--- src/rtl/hbi_consts.vh ---
/*
 * Constants for the host bus interface: register map, field positions,
 * strap bit positions, host address decodes and reset values.
 * Assumes inclusion by bare name from the design files.
 */
`ifndef HBI_CONSTS_VH
`define HBI_CONSTS_VH

// Register byte offsets
`define HBI_OFF_CTRL        4'h0
`define HBI_OFF_MISC        4'h4
`define HBI_OFF_VRE         4'h8
`define HBI_OFF_STAT        4'hc

// Control register fields
`define HBI_CTRL_ROM_EN     0
`define HBI_CTRL_PARADIGM   1
`define HBI_CTRL_MIRROR     2
`define HBI_CTRL_EIGHT_BIT  3
`define HBI_CTRL_ROM_PAIR   4
`define HBI_CTRL_W          5
`define HBI_CTRL_RST        5'h00

// Miscellaneous output fields
`define HBI_MISC_SEL_LO     2
`define HBI_MISC_SEL_HI     3
`define HBI_MISC_RST        8'h00

// Vertical retrace end fields
`define HBI_VRE_CLR_N       4
`define HBI_VRE_IRQ_EN      5
`define HBI_VRE_RST         8'h00

// Status register fields
`define HBI_STAT_PEND       16
`define HBI_STAT_AT         17

// Strap bit positions on the display memory data bus
`define HBI_CNF_AT          2
`define HBI_CNF_DIR         3
`define HBI_CNF_CLKSRC      4
`define HBI_STRAP_RST       16'hffff
`define HBI_STRAP_SETTLE    2'h3

// Host address decodes
`define HBI_PAGE_VIDEO      7'h05
`define HBI_PAGE_ROM        7'h06
`define HBI_IO_BASE_HI      11'h01e
`define HBI_PORT_MISC       16'h03c2
`define HBI_PORT_ROM_MAP    16'h46e8

// Byte lane codes of {bhe_n, sa0}
`define HBI_LANE_WORD       2'h0
`define HBI_LANE_HIGH       2'h1
`define HBI_LANE_LOW        2'h2

// AXI responses
`define HBI_RESP_OKAY       2'h0
`define HBI_RESP_SLVERR     2'h2

`endif

--- src/rtl/hbi_host_bus_interface.v ---
/*
 * Host bus interface of a video controller: straps, video clock pins,
 * address latch, buffer control, ready, interrupt, 16-bit claims,
 * decode enables, BIOS ROM enable and byte lanes, with AXI4-Lite regs.
 * Assumes host pins are asynchronous; video memory handshake is on clk_sys_i.
 */
// Operation
// - Load configuration straps from memory data
// - Select first video clock when bits zero
// - Strap fixes both clock pin directions
// - Second clock pin pulses or mirrors bit2
// - Third clock pin paradigm bit or bit3 when strap bit4 set
// - AT mode latches high address on ALE fall
// - Drive address and data buffer enables low
// - Direction low except during read cycles
// - Ready low until video access completes
// - Never wait-state I/O or ROM cycles
// - Interrupt only when enable bit five set
// - Interrupt high in AT, low otherwise
// - Interrupt at display end, cleared by bit4
// - Claim 16-bit transfers per bus mode
// - AT decodes I/O while enable low
// - Micro Channel decodes while enable high
// - ROM enable in C0000-C7FFF when permitted
// - AT port 46E8 write strobes ROM enable
// - High-to-low enable for 8-bit ROM pair
// - Memory decode only while memory enable high
// - Byte lanes: word, high, low, illegal
`timescale 1ns/10ps
`include "hbi_consts.vh"
module hbi_host_bus_interface (
    // Clock and reset
    input  wire        clk_sys_i,
    input  wire        resetn_i,
    // Host bus pins
    input  wire        ale_i,
    input  wire [6:0]  addr_hi_i,
    input  wire [15:0] addr_lo_i,
    input  wire [7:0]  host_data_i,
    input  wire        bhe_n_i,
    input  wire        mrd_n_i,
    input  wire        mwr_n_i,
    input  wire        ior_n_i,
    input  wire        iow_n_i,
    input  wire        io_decode_enable_i,
    input  wire        memory_decode_enable_i,
    output reg         address_buffer_enable_n_o,
    output reg         low_data_buffer_enable_n_o,
    output reg         high_data_buffer_enable_n_o,
    output reg         dir_o,
    output reg         ready_o,
    output reg         memcs16_n_o,
    output reg         irq_o,
    output reg         bios_rom_enable_n_o,
    output reg         high_to_low_byte_enable_n_o,
    // Strap and video clock pins
    input  wire [15:0] display_memory_data_bus_i,
    input  wire        video_clock_b_i,
    input  wire        video_clock_c_i,
    output reg         video_clock_b_o,
    output reg         video_clock_b_oe_o,
    output reg         video_clock_c_o,
    output reg         video_clock_c_oe_o,
    output reg  [1:0]  video_clock_sel_o,
    // Internal video memory and display
    input  wire        mem_access_done_i,
    input  wire        vdisp_end_i,
    // AXI4-Lite slave
    input  wire [3:0]  s_axi_awaddr,
    input  wire        s_axi_awvalid,
    output reg         s_axi_awready,
    input  wire [31:0] s_axi_wdata,
    input  wire [3:0]  s_axi_wstrb,
    input  wire        s_axi_wvalid,
    output reg         s_axi_wready,
    output reg  [1:0]  s_axi_bresp,
    output reg         s_axi_bvalid,
    input  wire        s_axi_bready,
    input  wire [3:0]  s_axi_araddr,
    input  wire        s_axi_arvalid,
    output reg         s_axi_arready,
    output reg  [31:0] s_axi_rdata,
    output reg  [1:0]  s_axi_rresp,
    output reg         s_axi_rvalid,
    input  wire        s_axi_rready
);
    localparam SW = 55;

    // Pin synchronisation
    wire [SW-1:0] pin_raw;
    wire [SW-1:0] pin_s;
    assign pin_raw = {ale_i, mrd_n_i, mwr_n_i, ior_n_i, iow_n_i, bhe_n_i,
                      io_decode_enable_i, memory_decode_enable_i, addr_hi_i,
                      addr_lo_i, host_data_i, display_memory_data_bus_i};

    hbi_sync2 #(
        .WIDTH   (SW),
        .RST_VAL ({8'h7e, 47'h0})
    ) u_sync (
        .clk_sys_i (clk_sys_i),
        .resetn_i  (resetn_i),
        .d_i       (pin_raw),
        .q_o       (pin_s)
    );

    wire        s_ale   = pin_s[54];
    wire        s_mrd_n = pin_s[53];
    wire        s_mwr_n = pin_s[52];
    wire        s_ior_n = pin_s[51];
    wire        s_iow_n = pin_s[50];
    wire        s_bhe_n = pin_s[49];
    wire        s_eio   = pin_s[48];
    wire        s_memory_decode_enable  = pin_s[47];
    wire [6:0]  s_ahi   = pin_s[46:40];
    wire [15:0] s_alo   = pin_s[39:24];
    wire [7:0]  s_data  = pin_s[23:16];
    wire [15:0] s_strap = pin_s[15:0];

    // State
    reg  [15:0] strap;
    reg  [1:0]  strap_wait;
    reg         strap_done;
    reg  [4:0]  ctrl;
    reg  [7:0]  misc;
    reg  [7:0]  vre;
    reg         pend;
    reg         ale_q;
    reg  [6:0]  lat_hi;

    wire at_mode  = strap[`HBI_CNF_AT];
    wire clk_out  = ~strap[`HBI_CNF_DIR];
    wire clk_src  = strap[`HBI_CNF_CLKSRC];
    wire eight    = ctrl[`HBI_CTRL_EIGHT_BIT];

    // Strap capture after reset release and synchroniser settle
    always @(posedge clk_sys_i or negedge resetn_i) begin
        if (!resetn_i) begin
            strap      <= `HBI_STRAP_RST;
            strap_wait <= 2'h0;
            strap_done <= 1'b0;
        end else if (!strap_done) begin
            strap_wait <= strap_wait + 2'h1;
            if (strap_wait == `HBI_STRAP_SETTLE) begin
                strap      <= s_strap;
                strap_done <= 1'b1;
            end
        end
    end

    // Upper address latch
    always @(posedge clk_sys_i or negedge resetn_i) begin
        if (!resetn_i) begin
            ale_q  <= 1'b0;
            lat_hi <= 7'h00;
        end else begin
            ale_q <= s_ale;
            if (at_mode && ale_q && !s_ale) begin
                lat_hi <= s_ahi;
            end
        end
    end

    // Cycle decode
    wire [6:0] addr_hi = at_mode ? lat_hi : s_ahi;
    wire       cmd     = ~s_iow_n;
    wire       mem_rd  = at_mode ? ~s_mrd_n : (cmd & s_mrd_n & ~s_ior_n);
    wire       mem_wr  = at_mode ? ~s_mwr_n : (cmd & s_mrd_n & ~s_mwr_n);
    wire       io_rd   = at_mode ? ~s_ior_n : (cmd & ~s_mrd_n & ~s_ior_n);
    wire       io_wr   = at_mode ? ~s_iow_n : (cmd & ~s_mrd_n & ~s_mwr_n);
    wire       io_ok   = at_mode ? ~s_eio : s_eio;
    wire       mem_ok  = s_memory_decode_enable & (at_mode | s_eio);
    wire [1:0] lanes   = {s_bhe_n, s_alo[0]};
    wire       legal   = (lanes == `HBI_LANE_WORD) | (lanes == `HBI_LANE_HIGH) |
                         (lanes == `HBI_LANE_LOW);
    wire       vid_hit = mem_ok & (addr_hi == `HBI_PAGE_VIDEO);
    wire       rom_hit = mem_ok & (addr_hi == `HBI_PAGE_ROM) & ~s_alo[15]
                         & ctrl[`HBI_CTRL_ROM_EN];
    wire       io_hit  = io_ok & ((s_alo[15:5] == `HBI_IO_BASE_HI) |
                         (at_mode & (s_alo == `HBI_PORT_ROM_MAP)));
    wire       mem_cyc = (mem_rd | mem_wr) & (vid_hit | (rom_hit & mem_rd));
    wire       io_cyc  = (io_rd | io_wr) & io_hit;
    wire       claim   = legal & (mem_cyc | io_cyc);
    wire       rd_cyc  = claim & (mem_rd | io_rd);
    wire       rom_rd  = claim & rom_hit & mem_rd;
    wire       vid_cyc = claim & vid_hit & (mem_rd | mem_wr);
    wire       p_misc  = legal & io_wr & io_ok & (s_alo == `HBI_PORT_MISC);
    wire       p_rom   = legal & at_mode & io_wr & io_ok & (s_alo == `HBI_PORT_ROM_MAP);
    wire       high_to_low_byte_enable     = rom_rd & eight & ctrl[`HBI_CTRL_ROM_PAIR] &
                         (lanes == `HBI_LANE_HIGH);
    wire       lane_lo = (lanes == `HBI_LANE_WORD) | (lanes == `HBI_LANE_LOW);
    wire       lane_hi = (lanes == `HBI_LANE_WORD) | (lanes == `HBI_LANE_HIGH);

    // Host bus outputs
    always @(posedge clk_sys_i or negedge resetn_i) begin
        if (!resetn_i) begin
            address_buffer_enable_n_o   <= 1'b1;
            low_data_buffer_enable_n_o  <= 1'b1;
            high_data_buffer_enable_n_o <= 1'b1;
            dir_o                       <= 1'b0;
            ready_o                     <= 1'b1;
            memcs16_n_o                 <= 1'b1;
            bios_rom_enable_n_o         <= 1'b1;
            high_to_low_byte_enable_n_o <= 1'b1;
        end else begin
            address_buffer_enable_n_o   <= ~claim;
            low_data_buffer_enable_n_o  <= ~(claim & lane_lo & ~high_to_low_byte_enable);
            high_data_buffer_enable_n_o <= ~(claim & lane_hi & ~eight);
            dir_o                       <= rd_cyc;
            ready_o                     <= ~(vid_cyc & ~mem_access_done_i);
            memcs16_n_o                 <= ~(~eight & (at_mode ? vid_cyc :
                                             (vid_cyc | io_cyc & claim)));
            bios_rom_enable_n_o         <= ~(rom_rd | p_rom);
            high_to_low_byte_enable_n_o <= ~high_to_low_byte_enable;
        end
    end

    // Video clock pins and selection
    always @(posedge clk_sys_i or negedge resetn_i) begin
        if (!resetn_i) begin
            video_clock_b_o    <= 1'b1;
            video_clock_b_oe_o <= 1'b0;
            video_clock_c_o    <= 1'b0;
            video_clock_c_oe_o <= 1'b0;
            video_clock_sel_o  <= 2'h0;
        end else begin
            video_clock_b_oe_o <= clk_out & strap_done;
            video_clock_c_oe_o <= clk_out & strap_done;
            video_clock_b_o    <= ctrl[`HBI_CTRL_MIRROR] ?
                                  misc[`HBI_MISC_SEL_LO] : ~p_misc;
            video_clock_c_o    <= clk_src & (ctrl[`HBI_CTRL_MIRROR] ?
                                  misc[`HBI_MISC_SEL_HI] :
                                  ctrl[`HBI_CTRL_PARADIGM]);
            video_clock_sel_o  <= clk_out ? 2'h0 :
                                  misc[`HBI_MISC_SEL_HI:`HBI_MISC_SEL_LO];
        end
    end

    // AXI4-Lite write channel
    reg  [3:0]  aw_addr;
    reg         aw_held;
    reg  [31:0] w_data;
    reg  [3:0]  w_strb;
    reg         w_held;
    wire        do_wr  = aw_held & w_held & ~s_axi_bvalid;
    wire        wr_vre = do_wr & (aw_addr == `HBI_OFF_VRE) & w_strb[0];
    wire        clr    = wr_vre & ~w_data[`HBI_VRE_CLR_N];

    always @(posedge clk_sys_i or negedge resetn_i) begin
        if (!resetn_i) begin
            s_axi_awready <= 1'b1;
            s_axi_wready  <= 1'b1;
            s_axi_bvalid  <= 1'b0;
            s_axi_bresp   <= `HBI_RESP_OKAY;
            aw_addr       <= 4'h0;
            aw_held       <= 1'b0;
            w_data        <= 32'h0;
            w_strb        <= 4'h0;
            w_held        <= 1'b0;
        end else begin
            if (s_axi_awvalid && s_axi_awready) begin
                aw_addr       <= s_axi_awaddr;
                aw_held       <= 1'b1;
                s_axi_awready <= 1'b0;
            end
            if (s_axi_wvalid && s_axi_wready) begin
                w_data       <= s_axi_wdata;
                w_strb       <= s_axi_wstrb;
                w_held       <= 1'b1;
                s_axi_wready <= 1'b0;
            end
            if (do_wr) begin
                aw_held      <= 1'b0;
                w_held       <= 1'b0;
                s_axi_bvalid <= 1'b1;
                s_axi_bresp  <= (aw_addr == `HBI_OFF_CTRL || aw_addr == `HBI_OFF_MISC ||
                                 aw_addr == `HBI_OFF_VRE || aw_addr == `HBI_OFF_STAT) ?
                                `HBI_RESP_OKAY : `HBI_RESP_SLVERR;
            end
            if (s_axi_bvalid && s_axi_bready) begin
                s_axi_bvalid  <= 1'b0;
                s_axi_awready <= 1'b1;
                s_axi_wready  <= 1'b1;
            end
        end
    end

    // Control registers; host port writes to misc win over software
    always @(posedge clk_sys_i or negedge resetn_i) begin
        if (!resetn_i) begin
            ctrl <= `HBI_CTRL_RST;
            misc <= `HBI_MISC_RST;
            vre  <= `HBI_VRE_RST;
        end else begin
            if (do_wr && aw_addr == `HBI_OFF_CTRL && w_strb[0]) begin
                ctrl <= w_data[`HBI_CTRL_W-1:0];
            end
            if (p_misc) begin
                misc <= s_data;
            end else if (do_wr && aw_addr == `HBI_OFF_MISC && w_strb[0]) begin
                misc <= w_data[7:0];
            end
            if (wr_vre) begin
                vre <= w_data[7:0];
            end
        end
    end

    // Vertical interrupt, set wins over clear
    wire irq_en = vre[`HBI_VRE_IRQ_EN];
    always @(posedge clk_sys_i or negedge resetn_i) begin
        if (!resetn_i) begin
            pend  <= 1'b0;
            irq_o <= 1'b0;
        end else begin
            pend  <= (vdisp_end_i & irq_en) | (pend & ~clr);
            irq_o <= at_mode ? (pend & irq_en) : ~(pend & irq_en);
        end
    end

    // AXI4-Lite read channel
    always @(posedge clk_sys_i or negedge resetn_i) begin
        if (!resetn_i) begin
            s_axi_arready <= 1'b1;
            s_axi_rvalid  <= 1'b0;
            s_axi_rdata   <= 32'h0;
            s_axi_rresp   <= `HBI_RESP_OKAY;
        end else begin
            if (s_axi_arvalid && s_axi_arready) begin
                s_axi_arready <= 1'b0;
                s_axi_rvalid  <= 1'b1;
                s_axi_rresp   <= `HBI_RESP_OKAY;
                case (s_axi_araddr)
                    `HBI_OFF_CTRL: begin
                        s_axi_rdata <= {27'h0, ctrl};
                    end
                    `HBI_OFF_MISC: begin
                        s_axi_rdata <= {24'h0, misc};
                    end
                    `HBI_OFF_VRE: begin
                        s_axi_rdata <= {24'h0, vre};
                    end
                    `HBI_OFF_STAT: begin
                        s_axi_rdata <= {14'h0, at_mode, pend, strap};
                    end
                    default: begin
                        s_axi_rdata <= 32'h0;
                        s_axi_rresp <= `HBI_RESP_SLVERR;
                    end
                endcase
            end
            if (s_axi_rvalid && s_axi_rready) begin
                s_axi_rvalid  <= 1'b0;
                s_axi_arready <= 1'b1;
            end
        end
    end
endmodule

--- src/rtl/hbi_sync2.v ---
/*
 * Two flip-flop synchroniser for a vector of pin inputs.
 * Assumes each bit is independent; the reset value is a parameter.
 */
`timescale 1ns/10ps
module hbi_sync2 #(
    parameter WIDTH = 1,
    parameter [WIDTH-1:0] RST_VAL = {WIDTH{1'b0}}
) (
    // Clock and reset
    input  wire             clk_sys_i,
    input  wire             resetn_i,
    // Data
    input  wire [WIDTH-1:0] d_i,
    output reg  [WIDTH-1:0] q_o
);
    reg [WIDTH-1:0] meta;

    // First stage feeds only the second stage
    always @(posedge clk_sys_i or negedge resetn_i) begin
        if (!resetn_i) begin
            meta <= RST_VAL;
            q_o  <= RST_VAL;
        end else begin
            meta <= d_i;
            q_o  <= meta;
        end
    end
endmodule

--- config.mk ---
export PLATFORM = sky130hd
export DESIGN_NAME = hbi_host_bus_interface
export DESIGN_NICKNAME = d
export VERILOG_FILES = /design/src/rtl/hbi_host_bus_interface.v /design/src/rtl/hbi_sync2.v
export VERILOG_INCLUDE_DIRS = /design/src /design/src/rtl
export SDC_FILE = /design/constraint.sdc
export NUM_CORES = 1
export LEC_CHECK = 0
export ABC_AREA = 1
export BUFFER_PORTS_ARGS = -buffer_cell sky130_fd_sc_hd__buf_2
export CORE_MARGIN = 1.5
export CORE_UTILIZATION = 30
export DETAILED_ROUTE_END_ITERATION = 7
export PLACE_DENSITY = 0.56
export SETUP_SLACK_MARGIN = 0.05
export SLEW_MARGIN = 0
export SYNTH_ARGS = -nofsm -noshare
export SYNTH_HDL_FRONTEND = slang
export SYNTH_SLANG_ARGS = --single-unit
--- constraint.sdc ---
create_clock -name clk_sys_i -period 2.1 [get_ports clk_sys_i]
set_clock_uncertainty 0.15 [all_clocks]
set_input_delay 0.42 -clock clk_sys_i [delete_from_list [all_inputs] [get_ports clk_sys_i]]
set_output_delay 0.42 -clock clk_sys_i [all_outputs]
set_load 0.02 [all_outputs]
== Word level (Yosys, flattened, before mapping) ==
Cells that the tools add are included.

* Muxes and demuxes: 32
* Equal/unequal tests: 14
* Add/subtract/negate cells: 1
* Reduce and logical (&&, ||, !) cells: 27
* Bitwise logic cells: 84

{| class="wikitable"
|+ Operators by type and width
! operator !! number
|-
| 18-bit case mux with 4 select lines || 1
|-
| 1-bit bitwise AND || 49
|-
| 1-bit 2-to-1 mux || 25
|-
| 1-bit inverter || 22
|-
| 16-bit by 10-bit == test with 1-bit output, second input constant || 1
|-
| 16-bit by 15-bit == test with 1-bit output, second input constant || 1
|-
| 4-bit == test, second input constant || 4
|-
| 8-bit 2-to-1 mux || 2
|-
| 7-bit by 3-bit == test with 1-bit output, second input constant || 2
|-
| 2-bit nonzero test || 7
|-
| 1-bit bitwise OR || 13
|-
| 11-bit by 5-bit == test with 1-bit output, second input constant || 1
|-
| 1-bit logical AND || 11
|-
| 4-bit by 3-bit == test with 1-bit output, second input constant || 2
|-
| 4-bit logical NOT || 2
|-
| 7-bit 2-to-1 mux || 1
|-
| 2-bit 2-to-1 mux || 3
|-
| 2-bit == test, second input constant || 2
|-
| 4-bit OR reduction || 1
|-
| 1-bit logical OR || 3
|-
| 2-bit by 1-bit adder with 2-bit output, second input constant || 1
|-
| 2-bit by 1-bit == test with 1-bit output, second input constant || 1
|-
| 2-bit logical NOT || 1
|-
| 2-bit AND reduction || 1
|-
| 1-bit logical NOT || 1
|}

* Logic and storage cells: 195
* Register bits after elaboration: 229
* Input port bits: 110

== Depth between registers and ports, before layout ==
* Depth after elaboration: 18
* Mapped depth: 14
* Gate-level depth less buffers: 12

== Modules after synthesis ==
Synthesis repeated with hierarchy kept, for this count alone.

* Cell total of the unflattened synthesis: 634
* Area total of the unflattened synthesis: 7511.0 um^2

{| class="wikitable"
|+ Modules (own cells, without submodules)
! module !! cells each !! sequential area each (um^2) !! instances !! area each (um^2)
|-
| hbi_host_bus_interface || 524 || 2611.3 || 1 || 4743.3
|-
| hbi_sync2 || 110 || 2767.7 || 1 || 2767.7
|}

== Least setup slack after synthesis ==
No wires, ideal clock.

* Kind: register to register
* From: register strap[2]
* To: register misc[0]
* Setup slack: 76 ps
* Data arrival time: 1750 ps
* Setup time: 124 ps
* Cell stages (with the launch flop): 11
* Cell sequence: dfstp_2 -> buf_6 -> inv_4 -> buf_6 -> ha_1 -> nand3_1 -> nor2_4 -> inv_2 -> buf_6 -> nand3_1 -> nand3_1

* Cells in the longest elaborated chain, start to end: 5

{| class="wikitable"
|+ RTL lines
! item !! line !! source
|-
| start: declaration || hbi_host_bus_interface.v:120 || <nowiki>reg [15:0] strap;</nowiki>
|-
| start signal: assignment || hbi_host_bus_interface.v:138 || <nowiki>strap <= `HBI_STRAP_RST;</nowiki>
|-
| start signal: assignment || hbi_host_bus_interface.v:144 || <nowiki>strap <= s_strap;</nowiki>
|-
| 1-bit 2-to-1 mux || hbi_host_bus_interface.v:169 || <nowiki>wire io_wr = at_mode ? ~s_iow_n : (cmd & ~s_mrd_n & ~s_mwr_n);</nowiki>
|-
| 1-bit bitwise AND || hbi_host_bus_interface.v:186 || <nowiki>wire p_misc = legal & io_wr & io_ok & (s_alo == `HBI_PORT_MISC);</nowiki>
|-
| 1-bit bitwise AND * (2 in series) || hbi_host_bus_interface.v:186 ||
|-
| 8-bit 2-to-1 mux / 2-bit nonzero test (equally long branches) || - ||
|-
| end signal: assignment || hbi_host_bus_interface.v:291 || <nowiki>misc <= `HBI_MISC_RST;</nowiki>
|-
| end signal: assignment || hbi_host_bus_interface.v:298 || <nowiki>misc <= s_data;</nowiki>
|-
| end signal: assignment || hbi_host_bus_interface.v:300 || <nowiki>misc <= w_data[7:0];</nowiki>
|-
| end: declaration || hbi_host_bus_interface.v:124 || <nowiki>reg [7:0] misc;</nowiki>
|}

Mark *: on every way between the ends. The rest lies on a longest branch, timed or not.
A chain may end at the register's enable or synchronous reset.

== Worst setup path after layout ==
Ends and elaborated chain as after synthesis.

==> impl_metrics.csv <==
group,metric,value,unit
worst_setup_path,worst_r2r_endpoint,"misc[0]",
worst_setup_path,critical_path.max_fanout,16,
final_layout,area_delta_synth_final,34.61,%
sta,finalHoldViolations,0,
sta,fin_crit_sh,90.13,%
logic_synthesis,ys_seq_area_share,72.19,%
sta,hold_ws,0.03309,ns
final_layout,final_cell_mix,"nand2_1 (176), dfrtp_1 (174), buf_2 (119)",
hold_path,whs_path_depth,4,
placement,place_congestion,0.7664,
cts,insertion_delay,0.52,ns
die,core.rowCount,57,
grt,first_global_vias,4929,
final_layout,stdcell_area,10030,um2
final_layout,layout_commonest_cell,"nand2_1",
grt,antenna_found_initial,0,
route,wl_per_cell,12.96,um
logic_synthesis,netlist_top_cells_area,"dfrtp_1 (58%), dfstp_2 (14%), nand2_1 (8.9%)",
hold_path,min_to,"s_axi_rvalid",
grt,grt_max_degree,59,
die,start_util,30.64,%
sta,layout_min_cycle_time,1.893,ns
power,p_leak,0.004827,uW
sta,drv_slew,0,
route,ant_nets,0,
logic_synthesis,synthArstFlopShare,100.0,%
logic_synthesis,yosys.area.top_type,"dfrtp_1",
sta,max_freq,0.5284,GHz
worst_setup_path,crit_path_top_delay_cell,"dfstp_2",
worst_setup_path,reg2reg_from,"strap[2]",
logic_synthesis,synth_edf_count,0,
sta,tns,0,ns
die,die_h,160.6,um
final_layout,n_antenna_cell,0,
final_layout,nets,974,
die,coreArea,24320,um2
cts,clkSlewWorstSetupHoldPaths,0.06,ns
worst_setup_path,crit_start,"strap[2]",
route,routed_wl,15.59,mm
worst_setup_path,crit_required,2.34,ns
sta,finalSetupViolCount,0,
worst_setup_path,path_cells,"inv_4, ha_1, nand3_1, nor2_4, inv_2, nand3_1, nand3_1",
logic_synthesis,syn_area,7451,um2
worst_setup_path,r2r_slack,0.21,ns
route,viasPerCell,4.131,
cts,cts_max_level,1,
final_layout,layout-drive-gt1-share,27.42,%
grt,grt-ovfl-total,0,
cts,cts-resized-gates,0,
power,ir_drop,0.0007330,V
logic_synthesis,yosysUniqueCellTypes,36,
power,p_per_area,1063,nW/um2
die,die-area,25790,um2
route,vias,4970,
sta,rsz0062_at_grt,"false",
worst_setup_path,end_kind,"flop",
grt,grt_pass1_wl,25.42,mm
logic_synthesis,synthFlopType,"dfrtp_1",
route,dr.first_iter.drc_count,222,
hold_path,hp-start,"s_axi_rready",
logic_synthesis,avgSynthCellArea,11.64,um2
die,ios,166,
worst_setup_path,reg2reg_depth,7,
run,drv_cap,0,
grt,grt_use_total,12.40,%
logic_synthesis,ys_ff_latch,213,
worst_setup_path,cp_slowest_stage_delay,0.55,ns
logic_synthesis,netlist_instances,640,
cts,numCtsBuffers,23,
worst_setup_path,arrival,2.13,ns
worst_setup_path,critical_path.startpoint_type,"flop",
status,run_status,"finished clean",
die,die_w,160.6,um
placement,dpl-instance-area,8459,um2
worst_setup_path,critical_path_class,"flop to flop",
placement,portBuffers,120,
worst_setup_path,crit_top_cell,"nand3_1",
route,drc_errors,0,
route,first_pass_iters,4,
cts,clk_path_buf_depth,3,
hold_path,hold_path_class,"input port to flop",
cts,cts_sinks,213,
cts,cts_tree,"done",
logic_synthesis,synth_top_area_share,58.44,%
placement,dp_hpwl,10.44,mm
logic_synthesis,yosysWarnings,0,
cts,cts_root_buffer,"clkbuf_16",
## area by class of cell
cell class | count | area, um2
Tap cell | 324 | 405.4
Sequential cell | 213 | 5379
Timing Repair Buffer | 209 | 1508
Clock inverter | 11 | 163.9
Clock buffer | 31 | 635.6
Inverter | 53 | 201.4
Multi-Input combinational cell | 362 | 1737
Fill cell | 2371 | 14290
## worst max path at each step
stage,cells after the start,slack [ns],end
floorplan,10,0.08,misc[0]
global placement,7,0.20,misc[1]
detailed placement,7,0.20,misc[6]
CTS,7,0.19,misc[0]
global route,7,0.08,misc[7]
finish,7,0.21,misc[0]
## cells in the mapped netlist (2+ instances only)
cell type  number
a21oi_1         3
buf_2           2
buf_4          17
buf_6           3
clkbuf_1        5
clkinv_1        2
dfrtp_1       174
dfstp_2        39
ha_1            2
inv_1          48
inv_2           2
mux2_2         20
nand2_1       176
nand3_1        35
nand4_1         7
nor2_1         35
nor3_1          3
o21ai_0        47
o21ai_2         2
or2_2           2
## cells by family (layout without fill, tap and decap cells)
family / Yosys count / count (layout) / synth area share, %
flip-flops: 213 / 213 / 72.19
multiplexers: 20 / 20 / 3.023
AND/OR/NAND/NOR: 267 / 267 / 15.00
adder cells (fa/ha/maj): 2 / 2 / 0.3358
XOR/XNOR: 2 / 2 / 0.2351
other: 1 / 16 / 0.05033
AO/OA/AOI/OAI: 55 / 55 / 3.913
buffers and inverters: 80 / 304 / 5.256
## state kept, by name (all words and copies together) (netlist names), 2 cells and up
name / flops
video_clock_sel_o: 2
u_sync.q_o: 55
ctrl: 5
u_sync.meta: 55
w_data: 8
strap: 16
misc: 8
s_axi_rdata: 18
aw_addr: 4
strap_wait: 2
lat_hi: 7
vre: 8
## stage by stage
step	total power [uW]	util (%)	instances	setup slack, ns
after floorplan	5803	-	655	0.07565
after global placement	6378	34.78	1084	0.2011
after detailed placement	6411	34.78	1084	0.1954
after CTS	10810	41.24	1203	0.1865
after global routing	11240	41.24	1203	0.07621
final	10660	41.24	1203	0.2074
## where the power goes
part	internal (uW)	switching, uW	total [uW]
clock network	2620	1580	4200
logic	548	890	1440
registers	4700	325	5020
total	7860	2800	10700
## critical path, delay by kind of cell (launching register included)
family                   cells  cell delay [ns]
AND/OR/NAND/NOR              4             0.54
buffers and inverters        2             0.21
adder cells (fa/ha/maj)      1             0.33
flip-flops                   1             0.55
## repair_timing
item / in CTS / in global routing
hold endpoints to repair: 107 / 0
hold buffers: 77 / 0
setup buffers: 0 / 0
## per-layer routing
metal | track usage [%] | up-vias | share of wire, %
met2 | 19.40 | 106 | 46
met3 | 2.169 | 29 | 4.1
met5 | 0 | - | 0
met4 | 3.993 | 0 | 2.5
met1 | 17.50 | 2390 | 48
li1 | - | 2445 | -
Note: power is estimated with default switching activity, not from simulation.
